$ cat config.mk
export PLATFORM = sky130hd
export DESIGN_NAME = frc_top
export DESIGN_NICKNAME = d
export VERILOG_FILES = /design/src/hw/frc_top.v
export VERILOG_INCLUDE_DIRS = /design/src /design/src/hw
export SDC_FILE = /design/constraint.sdc
export NUM_CORES = 1
export LEC_CHECK = 0
export BUFFER_PORTS_ARGS = -buffer_cell sky130_fd_sc_hd__buf_2
export CAP_MARGIN = 20
export CELL_PAD_IN_SITES_DETAIL_PLACEMENT = 1
export CELL_PAD_IN_SITES_GLOBAL_PLACEMENT = 2
export CORE_MARGIN = 2
export CORE_UTILIZATION = 30
export CTS_CLUSTER_SIZE = 10
export DETAILED_ROUTE_END_ITERATION = 8
export GPL_ROUTABILITY_DRIVEN = 0
export PLACE_DENSITY = 0.79
export SYNTH_ARGS = -nofsm -noshare
export SYNTH_HDL_FRONTEND = slang
export SYNTH_SLANG_ARGS = --single-unit
$ cat constraint.sdc
create_clock -name clk_sys -period 9.1 [get_ports clk_sys]
set_clock_uncertainty 0.2 [all_clocks]
set_input_delay 1.82 -clock clk_sys [delete_from_list [all_inputs] [get_ports clk_sys]]
set_output_delay 1.82 -clock clk_sys [all_outputs]
set_load 0.02 [all_outputs]
$ cat src/hw/frc_defs.vh
// offsets, field positions, reset values and strap codes of the flag block
// assumes inclusion by frc_top.v only
`ifndef FRC_DEFS_VH
`define FRC_DEFS_VH

// register byte offsets
`define FRC_CFG_OFS 8'h00
`define FRC_FLAG_OFS 8'h04
`define FRC_EOFS_OFS 8'h08
`define FRC_FOFS_OFS 8'h0c
`define FRC_IST_OFS 8'h10
`define FRC_IMSK_OFS 8'h14
`define FRC_CNT_OFS 8'h18

// configuration register fields
`define FRC_CFG_FALL_THROUGH_SELECT 0
`define FRC_CFG_BORD 1
`define FRC_CFG_PAR 2
`define FRC_CFG_PLD 3
`define FRC_CFG_WW 4
`define FRC_CFG_RW 6
`define FRC_CFG_DIDX 8

// port width codes
`define FRC_W36 2'h0
`define FRC_W18 2'h1
`define FRC_W9 2'h2

// interrupt event bits
`define FRC_EV_EMPTY 0
`define FRC_EV_FULL 1
`define FRC_EV_HALF 2
`define FRC_EV_AEMP 3
`define FRC_EV_AFUL 4
`define FRC_EV_DROP 5
`define FRC_EV_MRS 6
`define FRC_NEV 7

// reset values
`define FRC_IMSK_RST 7'h00
`define FRC_RDATA_RST 32'h00000000

// the eight default offsets
`define FRC_DOFS0 11'h007
`define FRC_DOFS1 11'h00f
`define FRC_DOFS2 11'h01f
`define FRC_DOFS3 11'h03f
`define FRC_DOFS4 11'h07f
`define FRC_DOFS5 11'h0ff
`define FRC_DOFS6 11'h1ff
`define FRC_DOFS7 11'h3ff

`endif

$ cat src/hw/frc_top.v
// strap capture, offset registers and status flags of a 36-bit fifo
// assumes all pins synchronous to clk_sys and an ahb-lite master
// Operation
// - port widths follow all three width straps
// - width strap table maps to five configurations
// - byte order low big, high little; strap is only stored as cfg bit 1, no data is reordered
// - narrow write port ignores upper data lines
// - standard mode: empty output means no words
// - fall-through: output shows word presented
// - standard mode: full output means no space
// - fall-through: input ready means space left
// - two selects plus load pick default offset
// - dual pin at reset selects timing mode
// - after reset dual pin is serial input
// - half flag compares count with half capacity
// - parity strap low separate, high interspersed
// - parity placement only affects parallel offset loads
// - parity bit positions per placement mode
// - load pin at reset picks programming method
// - active load steers cycles to offsets
// - serial enable with load shifts one bit
`timescale 1ns/1ps
`include "frc_defs.vh"

module frc_top #(
  parameter DEPTH = 1024,
  parameter CW = 11
) (
  // clock and reset
  input wire clk_sys,
  input wire resetn,
  // ahb-lite slave
  input wire hsel,
  input wire [31:0] haddr,
  input wire [1:0] htrans,
  input wire hwrite,
  input wire [2:0] hsize,
  input wire [31:0] hwdata,
  input wire hready,
  output reg [31:0] hrdata,
  output reg hreadyout,
  output reg hresp,
  // straps and control pins
  input wire master_reset_n,
  input wire width_match_enable,
  input wire input_width_select,
  input wire output_width_select,
  input wire byte_order_select,
  input wire default_offset_sel_lo,
  input wire default_offset_sel_hi,
  input wire fall_through_select,
  input wire parity_placement_select,
  input wire offset_access_enable_n,
  input wire serial_load_enable_n,
  input wire write_enable_n,
  input wire read_enable_n,
  input wire [35:0] write_data_in,
  // flags
  output reg empty_flag_n,
  output reg full_flag_n,
  output reg half_full_flag_n,
  output reg almost_empty_flag_n,
  output reg almost_full_flag_n,
  output reg irq
);

  localparam [CW-1:0] DEPTH_C = DEPTH;
  localparam [CW-1:0] HALF_C = DEPTH / 2;
  localparam [CW-1:0] ONE_C = 1;

  ////////////////////////////////////////////////////////////////////////////
  // reset synchroniser
  reg rst_s1_r;
  reg rst_n_r;
  always @(posedge clk_sys or negedge resetn) begin
    if (!resetn) begin
      rst_s1_r <= 1'b0;
      rst_n_r <= 1'b0;
    end else begin
      rst_s1_r <= 1'b1;
      rst_n_r <= rst_s1_r;
    end
  end

  ////////////////////////////////////////////////////////////////////////////
  // strap capture
  reg fall_through_select_r;
  reg bord_r;
  reg par_r;
  reg pld_r;
  reg [1:0] ww_r;
  reg [1:0] rw_r;
  reg [2:0] didx_r;
  reg mrs_d_r;
  reg [1:0] ww_nxt;
  reg [1:0] rw_nxt;

  always @* begin
    ww_nxt = `FRC_W36;
    rw_nxt = `FRC_W36;
    if (width_match_enable) begin
      case ({input_width_select, output_width_select})
        2'h0: rw_nxt = `FRC_W18;
        2'h1: rw_nxt = `FRC_W9;
        2'h2: ww_nxt = `FRC_W18;
        2'h3: ww_nxt = `FRC_W9;
        default: rw_nxt = `FRC_W36;
      endcase
    end
  end

  always @(posedge clk_sys or negedge rst_n_r) begin
    if (!rst_n_r) begin
      fall_through_select_r <= 1'b0;
      bord_r <= 1'b0;
      par_r <= 1'b0;
      pld_r <= 1'b0;
      ww_r <= `FRC_W36;
      rw_r <= `FRC_W36;
      didx_r <= 3'h0;
      mrs_d_r <= 1'b1;
    end else begin
      mrs_d_r <= master_reset_n;
      if (!master_reset_n) begin
        fall_through_select_r <= fall_through_select;
        bord_r <= byte_order_select;
        par_r <= parity_placement_select;
        pld_r <= ~offset_access_enable_n;
        ww_r <= ww_nxt;
        rw_r <= rw_nxt;
        didx_r <= {offset_access_enable_n, default_offset_sel_hi,
                   default_offset_sel_lo};
      end
    end
  end

  wire mrs_done = master_reset_n & ~mrs_d_r;

  ////////////////////////////////////////////////////////////////////////////
  // default offset table and parallel offset extraction
  reg [CW-1:0] dofs;
  always @* begin
    case (didx_r)
      3'h0: dofs = `FRC_DOFS0;
      3'h1: dofs = `FRC_DOFS1;
      3'h2: dofs = `FRC_DOFS2;
      3'h3: dofs = `FRC_DOFS3;
      3'h4: dofs = `FRC_DOFS4;
      3'h5: dofs = `FRC_DOFS5;
      3'h6: dofs = `FRC_DOFS6;
      default: dofs = `FRC_DOFS7;
    endcase
  end

  reg [35:0] din_m;
  reg [31:0] pval;
  always @* begin
    case (ww_r)
      `FRC_W18: din_m = {18'h00000, write_data_in[17:0]};
      `FRC_W9: din_m = {27'h0000000, write_data_in[8:0]};
      default: din_m = write_data_in;
    endcase
    if (par_r) begin
      pval = {din_m[34:27], din_m[25:18], din_m[16:9], din_m[7:0]};
    end else begin
      pval = din_m[31:0];
    end
  end

  ////////////////////////////////////////////////////////////////////////////
  // offset registers
  reg [CW-1:0] eofs_r;
  reg [CW-1:0] fofs_r;
  reg psel_r;
  wire ld_act = ~offset_access_enable_n & master_reset_n;
  wire ser_ld = ld_act & ~serial_load_enable_n & ~pld_r;
  wire par_ld = ld_act & ~write_enable_n & pld_r;

  always @(posedge clk_sys or negedge rst_n_r) begin
    if (!rst_n_r) begin
      eofs_r <= `FRC_DOFS0;
      fofs_r <= `FRC_DOFS0;
      psel_r <= 1'b0;
    end else if (!master_reset_n) begin
      eofs_r <= dofs;
      fofs_r <= dofs;
      psel_r <= 1'b0;
    end else if (ser_ld) begin
      eofs_r <= {eofs_r[CW-2:0], fofs_r[CW-1]};
      fofs_r <= {fofs_r[CW-2:0], fall_through_select};
    end else if (par_ld) begin
      psel_r <= ~psel_r;
      if (psel_r) begin
        fofs_r <= pval[CW-1:0];
      end else begin
        eofs_r <= pval[CW-1:0];
      end
    end
  end

  ////////////////////////////////////////////////////////////////////////////
  // word accounting with narrow port packing
  reg [CW-1:0] cnt_r;
  reg ov_r;
  reg [1:0] wsub_r;
  reg [1:0] rsub_r;
  reg [1:0] wlast;
  reg [1:0] rlast;

  always @* begin
    case (ww_r)
      `FRC_W18: wlast = 2'h1;
      `FRC_W9: wlast = 2'h3;
      default: wlast = 2'h0;
    endcase
    case (rw_r)
      `FRC_W18: rlast = 2'h1;
      `FRC_W9: rlast = 2'h3;
      default: rlast = 2'h0;
    endcase
  end

  wire run = master_reset_n & offset_access_enable_n;
  wire full_now = (cnt_r == DEPTH_C);
  wire wr_try = run & ~write_enable_n;
  wire wr_ok = wr_try & ~full_now;
  wire wr_word = wr_ok & (wsub_r == wlast);
  wire rd_avail = fall_through_select_r ? ov_r : (cnt_r != {CW{1'b0}});
  wire rd_ok = run & ~read_enable_n & rd_avail;
  wire rd_word = rd_ok & (rsub_r == rlast);
  wire pop = fall_through_select_r ? ((cnt_r != {CW{1'b0}}) & (~ov_r | rd_word)) : rd_word;

  reg [CW-1:0] cnt_nxt;
  reg ov_nxt;
  reg [CW-1:0] tot_nxt;
  reg [CW-1:0] free_nxt;
  always @* begin
    cnt_nxt = cnt_r + {{(CW-1){1'b0}}, wr_word} - {{(CW-1){1'b0}}, pop};
    ov_nxt = 1'b0;
    if (fall_through_select_r) begin
      ov_nxt = pop | (ov_r & ~rd_word);
    end
    tot_nxt = cnt_nxt + {{(CW-1){1'b0}}, ov_nxt};
    free_nxt = DEPTH_C - tot_nxt;
    if (fall_through_select_r) begin
      free_nxt = DEPTH_C + ONE_C - tot_nxt;
    end
  end

  always @(posedge clk_sys or negedge rst_n_r) begin
    if (!rst_n_r) begin
      cnt_r <= {CW{1'b0}};
      ov_r <= 1'b0;
      wsub_r <= 2'h0;
      rsub_r <= 2'h0;
    end else if (!master_reset_n) begin
      cnt_r <= {CW{1'b0}};
      ov_r <= 1'b0;
      wsub_r <= 2'h0;
      rsub_r <= 2'h0;
    end else begin
      cnt_r <= cnt_nxt;
      ov_r <= ov_nxt;
      if (wr_ok) begin
        wsub_r <= (wsub_r == wlast) ? 2'h0 : wsub_r + 2'h1;
      end
      if (rd_ok) begin
        rsub_r <= (rsub_r == rlast) ? 2'h0 : rsub_r + 2'h1;
      end
    end
  end

  ////////////////////////////////////////////////////////////////////////////
  // flag outputs
  wire ef_nxt = fall_through_select_r ? ~ov_nxt : (cnt_nxt == {CW{1'b0}});
  wire ff_nxt = (cnt_nxt == DEPTH_C);
  wire hf_nxt = (tot_nxt > HALF_C);
  wire ae_nxt = (tot_nxt < eofs_r);
  wire af_nxt = (free_nxt <= fofs_r);

  always @(posedge clk_sys or negedge rst_n_r) begin
    if (!rst_n_r) begin
      empty_flag_n <= 1'b0;
      full_flag_n <= 1'b1;
      half_full_flag_n <= 1'b1;
      almost_empty_flag_n <= 1'b0;
      almost_full_flag_n <= 1'b1;
    end else if (!master_reset_n) begin
      empty_flag_n <= fall_through_select;
      full_flag_n <= ~fall_through_select;
      half_full_flag_n <= 1'b1;
      almost_empty_flag_n <= 1'b0;
      almost_full_flag_n <= 1'b1;
    end else begin
      empty_flag_n <= fall_through_select_r ? ef_nxt : ~ef_nxt;
      full_flag_n <= fall_through_select_r ? ff_nxt : ~ff_nxt;
      half_full_flag_n <= ~hf_nxt;
      almost_empty_flag_n <= ~ae_nxt;
      almost_full_flag_n <= ~af_nxt;
    end
  end

  ////////////////////////////////////////////////////////////////////////////
  // interrupt events
  reg [`FRC_NEV-1:0] lvl_d_r;
  wire [`FRC_NEV-1:0] lvl;
  wire [`FRC_NEV-1:0] ev;
  reg [`FRC_NEV-1:0] ist_r;
  reg [`FRC_NEV-1:0] imsk_r;
  reg [`FRC_NEV-1:0] iclr;

  assign lvl[`FRC_EV_EMPTY] = (cnt_r == {CW{1'b0}}) & ~ov_r;
  assign lvl[`FRC_EV_FULL] = full_now;
  assign lvl[`FRC_EV_HALF] = ~half_full_flag_n;
  assign lvl[`FRC_EV_AEMP] = ~almost_empty_flag_n;
  assign lvl[`FRC_EV_AFUL] = ~almost_full_flag_n;
  assign lvl[`FRC_EV_DROP] = wr_try & full_now;
  assign lvl[`FRC_EV_MRS] = mrs_done;

  genvar gi;
  generate
    for (gi = 0; gi < `FRC_NEV; gi = gi + 1) begin : g_irq
      assign ev[gi] = lvl[gi] & (~lvl_d_r[gi] | gi >= `FRC_EV_DROP);
      always @(posedge clk_sys or negedge rst_n_r) begin
        if (!rst_n_r) begin
          ist_r[gi] <= 1'b0;
        end else if (ev[gi]) begin
          ist_r[gi] <= 1'b1;
        end else if (iclr[gi]) begin
          ist_r[gi] <= 1'b0;
        end
      end
    end
  endgenerate

  always @(posedge clk_sys or negedge rst_n_r) begin
    if (!rst_n_r) begin
      lvl_d_r <= {`FRC_NEV{1'b1}};
      irq <= 1'b0;
    end else begin
      lvl_d_r <= lvl;
      irq <= |(ist_r & imsk_r);
    end
  end

  ////////////////////////////////////////////////////////////////////////////
  // ahb-lite register slave
  reg wph_r;
  reg [7:0] wadr_r;
  reg [31:0] rd_mux;
  wire acc = hsel & htrans[1] & hready;

  always @* begin
    case (haddr[7:0])
      `FRC_CFG_OFS: rd_mux = {21'h000000, didx_r, rw_r, ww_r, pld_r,
                              par_r, bord_r, fall_through_select_r};
      `FRC_FLAG_OFS: rd_mux = {27'h0000000, almost_full_flag_n,
                               almost_empty_flag_n, half_full_flag_n,
                               full_flag_n, empty_flag_n};
      `FRC_EOFS_OFS: rd_mux = {{(32-CW){1'b0}}, eofs_r};
      `FRC_FOFS_OFS: rd_mux = {{(32-CW){1'b0}}, fofs_r};
      `FRC_IST_OFS: rd_mux = {{(32-`FRC_NEV){1'b0}}, ist_r};
      `FRC_IMSK_OFS: rd_mux = {{(32-`FRC_NEV){1'b0}}, imsk_r};
      `FRC_CNT_OFS: rd_mux = {{(31-CW){1'b0}}, ov_r, cnt_r};
      default: rd_mux = `FRC_RDATA_RST;
    endcase
  end

  always @* begin
    iclr = {`FRC_NEV{1'b0}};
    if (wph_r && wadr_r == `FRC_IST_OFS) begin
      iclr = hwdata[`FRC_NEV-1:0];
    end
  end

  always @(posedge clk_sys or negedge rst_n_r) begin
    if (!rst_n_r) begin
      wph_r <= 1'b0;
      wadr_r <= 8'h00;
      hrdata <= `FRC_RDATA_RST;
      hreadyout <= 1'b1;
      hresp <= 1'b0;
      imsk_r <= `FRC_IMSK_RST;
    end else begin
      hreadyout <= 1'b1;
      hresp <= 1'b0;
      wph_r <= acc & hwrite;
      if (acc) begin
        wadr_r <= {haddr[7:2], 2'h0};
        hrdata <= hwrite ? `FRC_RDATA_RST : rd_mux;
      end
      if (wph_r && wadr_r == `FRC_IMSK_OFS) begin
        imsk_r <= hwdata[`FRC_NEV-1:0];
      end
    end
  end

endmodule // frc_top

## After elaboration in Yosys (flattened, before gate mapping)

Index checks and enable logic that the tools add are counted.

- Register bits after elaboration: 117
- Latch bits: 0
- Bits in writable memories: 0
- Memory bits (read-only): 0
- Input bits: 123
- Output and inout bits: 40
- Word-level logic and storage cells: 206
- Memories kept: 0

- Add/sub/neg operators: 7
- Multiply operators: 0
- Divide/modulo/power cells: 0
- Order comparisons: 3
- Equal/unequal tests: 32
- Shift operators: 0
- Mux-type cells: 57
- Bitwise operators: 53
- Reductions and logical operators: 19

Operator list:

| kind | number |
|---|---|
| 11-bit 2-to-1 mux | 11 |
| 12-bit one-hot mux with 7 select lines | 1 |
| 10-bit one-hot mux with 7 select lines | 1 |
| 32-bit 2-to-1 mux | 1 |
| 1-bit 2-to-1 mux | 29 |
| 1-bit AND | 25 |
| 1-bit inverter | 25 |
| 8-bit by 5-bit equality test with 1-bit output (second input constant) | 3 |
| 12-bit one-hot mux with 2 select lines | 1 |
| 11-bit by 1-bit adder with 11-bit output | 2 |
| 11-bit equality test (second input constant) | 2 |
| 11-bit logical NOT | 2 |
| 11-bit subtractor (first input constant) | 2 |
| 8-bit by 4-bit equality test with 1-bit output (second input constant) | 2 |
| 2-bit 2-to-1 mux | 8 |
| 2-bit one-hot mux with 2 select lines | 4 |
| 2-bit nonzero test | 7 |
| 6-bit by 3-bit equality test with 1-bit output (second input constant) | 2 |
| 11-bit by 10-bit > comparator with 1-bit output (second input constant) | 1 |
| 11-bit less-or-equal comparator | 1 |
| 11-bit less-than comparator | 1 |
| 11-bit nonzero test | 1 |
| 11-bit by 1-bit subtractor with 11-bit output | 1 |
| 3-bit equality test (second input constant) | 3 |
| other kinds (20) | 35 |

## Logic depth before layout (Yosys ltp)

- Word-level depth: 15
- Depth in mapped cells: 29
- Depth with buffers taken out: 29

## Worst setup path before layout

Ideal clock, no wire load.

- Kind: input port to flip-flop
- Start point: input port offset_access_enable_n
- End point: register almost_full_flag_n
- Library setup time: 0.095 ns
- Arrival time: 6.723 ns
- Required time: 8.805 ns
- Setup slack: 2.082 ns
- Stages: 25
- Path buffers: 1
- Cell sequence: clkbuf_1 > nand2_1 > a2111oi_0 > and3_1 > nor2_1 > a21oi_1 > ha_1 > inv_1 > ha_1 > inv_1 > fa_1 > xnor2_1 > a31oi_1 > a31o_1 > nor3_2 > or4b_1 > o21ai_1 > nand4_1 > xnor2_1 > ha_1 > nand4_1 > nor3_1 > nand2_1 > o21ai_0 > a22oi_1

- Longest elaborated chain between the ends: 15
- Elaborated cells between the ends (all ways): 23
- Classes of those cells: 5 x add/sub; 1 x order compare; 4 x mux; 13 x bitwise

Ends and longest elaborated chain:

| element | line | text |
|---|---|---|
| from (decl) | frc_top.v:53 | `input wire offset_access_enable_n,` |
| 1-bit AND * | frc_top.v:223 | `wire run = master_reset_n & offset_access_enable_n;` |
| parallel branches: the longest is 8 deep, another holds 11-bit by 1-bit adder with 11-bit output | n/a |  |
| 11-bit by 1-bit adder with 11-bit output * | frc_top.v:243 | `tot_nxt = cnt_nxt + {{(CW-1){1'b0}}, ov_nxt};` |
| 11-bit subtractor (on tied branches) | frc_top.v:244, frc_top.v:246 |  |
| 11-bit 2-to-1 mux * | frc_top.v:245 | `if (fall_through_select_r) begin` |
| 11-bit less-or-equal comparator * | frc_top.v:279 | `wire af_nxt = (free_nxt <= fofs_r);` |
| 1-bit inverter * | frc_top.v:299 | `almost_full_flag_n <= ~af_nxt;` |
| 1-bit 2-to-1 mux * | frc_top.v:288 | `end else if (!master_reset_n) begin` |
| to (signal assigned) | frc_top.v:299 |  |
| to (decl) | frc_top.v:63 | `output reg almost_full_flag_n,` |

Every way passes the cells marked *.
A chain may end at the register's enable or synchronous reset.

## Worst setup path after layout

Ends and elaborated chain as after synthesis.

==> impl_metrics.tcl <==
set metrics [dict create \
    syn_area_per_cell_um2 9.307 \
    leakage_nw 3.233 \
    finalPower_mw 2.473 \
    yosys-top-cells-area "dfrtp_1 (33%), ha_1 (8.4%), dfstp_2 (6.3%), nand2_1 (4.0%), mux2_2 (3.4%)" \
    cp.arrival_ns 7.34 \
    setup_violations 0 \
    clockBufferDepth 2 \
    postSynthCellCount 673 \
    drt-pass1-iter-count 5 \
    synth_most_common_cell "dfrtp_1" \
    slew_headroom_pct 27.45 \
    antenna_found_initial 0 \
    p_per_area_nw_per_um2 346.0 \
    finalCritPeriodShare_pct 80.16 \
    status "completed" \
    netlist_area_um2 6264 \
    fin_hold_ws_ns 0.1128 \
    r2r_cells 28 \
    grt_pass1_wl_um 29450 \
    dpl_worst_slack_ns 1.440 \
    yosysTopAreaCellShare_pct 32.76 \
    via_count 5187 \
    clock_sinks 97 \
    final_antenna_net_count 0 \
    htree_levels 3 \
    synthTopCellsByCount "dfrtp_1 (82), nand2_1 (67), inv_1 (56)" \
    r2r_slack_ns 2.56 \
    rows 52 \
    die-area_um2 22050 \
    grt_usage_pct 17.38 \
    yosysUniqueCellTypes 73 \
    fmax_ghz 0.1371 \
    post-cts-setup-buffer-count 0 \
    grt_overflow_total 0 \
    start_kind "input port" \
    num-nets-final 896 \
    finalHoldViolations 0 \
    area_growth_pct 14.12 \
    io_buffers 63 \
    clk-insertion-delay-late_ns 0.35 \
    reg2reg_from "cnt_r[4]" \
    die_y_um 148.5 \
    yosysWarnings 0 \
    layout.cells.non_filler 1005 \
    path_max_fanout 10 \
    crit_path_end_kind "register" \
    worst_r2r_endpoint "almost_full_flag_n" \
    layout_min_cycle_time_ns 7.295 \
    n_fill_cell 2365 \
    setup_tns_ns 0 \
    rsz0062_at_grt "no" \
    slew_violations 0 \
    yosysTopAreaCell "dfrtp_1" \
    hold_buffers 0 \
    core-area_um2 20360 \
    max-cap-violations 0 \
    vias_per_cell 5.161 \
    crit_type "in2reg" \
    first_global_vias 5172 \
    final_cell_area_um2 7148 \
    start_util_pct 30.76 \
    synthArstFlopShare_pct 100.0 \
    first_iter_violations 285 \
    cts_tree "yes" \
    synth_edf_count 0 \
    wl_um 18920 \
    critPathRequiredTime_ns 9.14 \
    synth-seq-area-share_pct 39.05 \
    drc 0 \
    hold_class "reg2async" \
    irDropWorstVdd_mv 0.1111 \
    dpl.cell_count 988 \
    grt_max_degree 58 \
    die_w_um 148.5 \
    path_clk_slew_ns 0.07 \
    hpwl_um 14600 \
    root_buffer "clkbuf_16" \
    final_util_pct 35.10 \
    cts_buffers 9 \
    cts_resized 0 \
    ios 163 \
    wl_per_cell_um 18.82 \
    synth-main-ff-cell "dfrtp_1" \
    n_antenna_cell 0 \
    ys_seq_elements 97 \
    placed_area_um2 6818 \
    setup_slack_ns 1.805 \
    drive_gt1_share_pct 20.00 \
    tightest_slew_ns 1.084 \
]
power by group:
part	internal (mW)	switching (mW)
Combinational	0.601	0.856
Sequential	0.509	0.0834
Clock	0.245	0.179
how the worst max path moves through the flow:
stage,depth (start not counted),endpoint,startpoint
2_1_floorplan,25,almost_full_flag_n,offset_access_enable_n
3_3_place_gp,26,almost_full_flag_n,offset_access_enable_n
3_5_place_dp,26,almost_full_flag_n,offset_access_enable_n
4_1_cts,26,almost_full_flag_n,offset_access_enable_n
5_1_grt,26,almost_full_flag_n,offset_access_enable_n
6_report,26,almost_full_flag_n,offset_access_enable_n
cell families after synthesis:
kind of cell | share of synthesized area (%)
AND/OR/NAND/NOR | 15.08
AO/OA/AOI/OAI | 19.48
buffers and inverters | 7.671
flip-flops | 39.05
adder cells (fa/ha/maj) | 8.709
XOR/XNOR | 5.673
multiplexers | 4.215
other | 0.1199
metal layers:
| layer | vias to the layer above | GRT usage (%) | wire (µm) | part of all wire (%) |
|---|---|---|---|---|
| met5 | - | 0 | 0 | 0 |
| met4 | 0 | 4.905 | 324 | 1.7 |
| met3 | 19 | 2.699 | 865 | 4.6 |
| met2 | 117 | 28.98 | 9053 | 48 |
| met1 | 2583 | 23.44 | 8675 | 46 |
| li1 | 2468 | - | - | - |
layout by cell type, fill, tap and decap left out, types with 4 or more instances in the layout:
cell	synthesis	routed
a21oi_1	22	22
nor3_1	14	13
a22o_1	6	6
o211ai_1	4	4
o31ai_1	10	10
dfstp_2	15	15
mux2_2	19	19
nand4_1	7	7
inv_1	56	56
mux2i_1	5	5
a21o_1	11	11
o21ai_0	41	40
nand2b_1	5	5
nand3_1	9	9
and2_1	4	4
dfrtp_1	82	81
conb_1	2	23
a222oi_1	6	6
xor2_1	9	9
a211oi_1	4	4
a22oi_1	13	13
xnor2_1	21	21
a31oi_1	15	15
a221oi_1	6	6
ha_1	42	42
buf_4	23	9
nand2_1	67	67
o21ai_1	3	4
buf_2	0	63
clkbuf_16	0	9
nor4_1	6	4
o221ai_1	4	4
nor2_1	50	50
o21a_1	5	5
cell type report:
class	instances	area (µm²)	area share, %
Timing Repair Buffer	73	387.9	5.426
Clock buffer	10	229.0	3.203
Clock inverter	6	96.34	1.348
Inverter	57	214.0	2.993
Sequential cell	97	2450	34.27
Multi-Input combinational cell	492	3433	48.03
Tap cell	270	337.8	4.726
worst max-delay path: stages:
cell	delay, ns
buf_2	0.22
nand2_1	0.15
a2111oi_0	0.45
buf_4	0.22
and3_1	0.20
nor2_1	0.06
a21oi_1	0.12
ha_1	0.24
inv_1	0.05
ha_1	0.19
inv_1	0.07
fa_1	0.50
nor2b_4	0.18
o21ai_1	0.12
a211oi_2	0.53
nand4b_1	0.23
or4b_1	0.54
o21ai_1	0.16
nand4_1	0.15
xnor2_1	0.16
ha_1	0.32
nand4_1	0.08
nor3_1	0.23
nand2_1	0.08
o21ai_0	0.09
a22oi_1	0.16
sequential cells by signal, summed over array words and instances, names as in the netlist, 2 cells and up:
name,count
imsk_r,7
didx_r,3
wsub_r,2
lvl_d_r,5
eofs_r,11
fofs_r,11
cnt_r,11
rsub_r,2
ist_r,7
rw_r,2
hrdata,12
wadr_r,6
ww_r,2
Power figures use the tool's default switching activity.
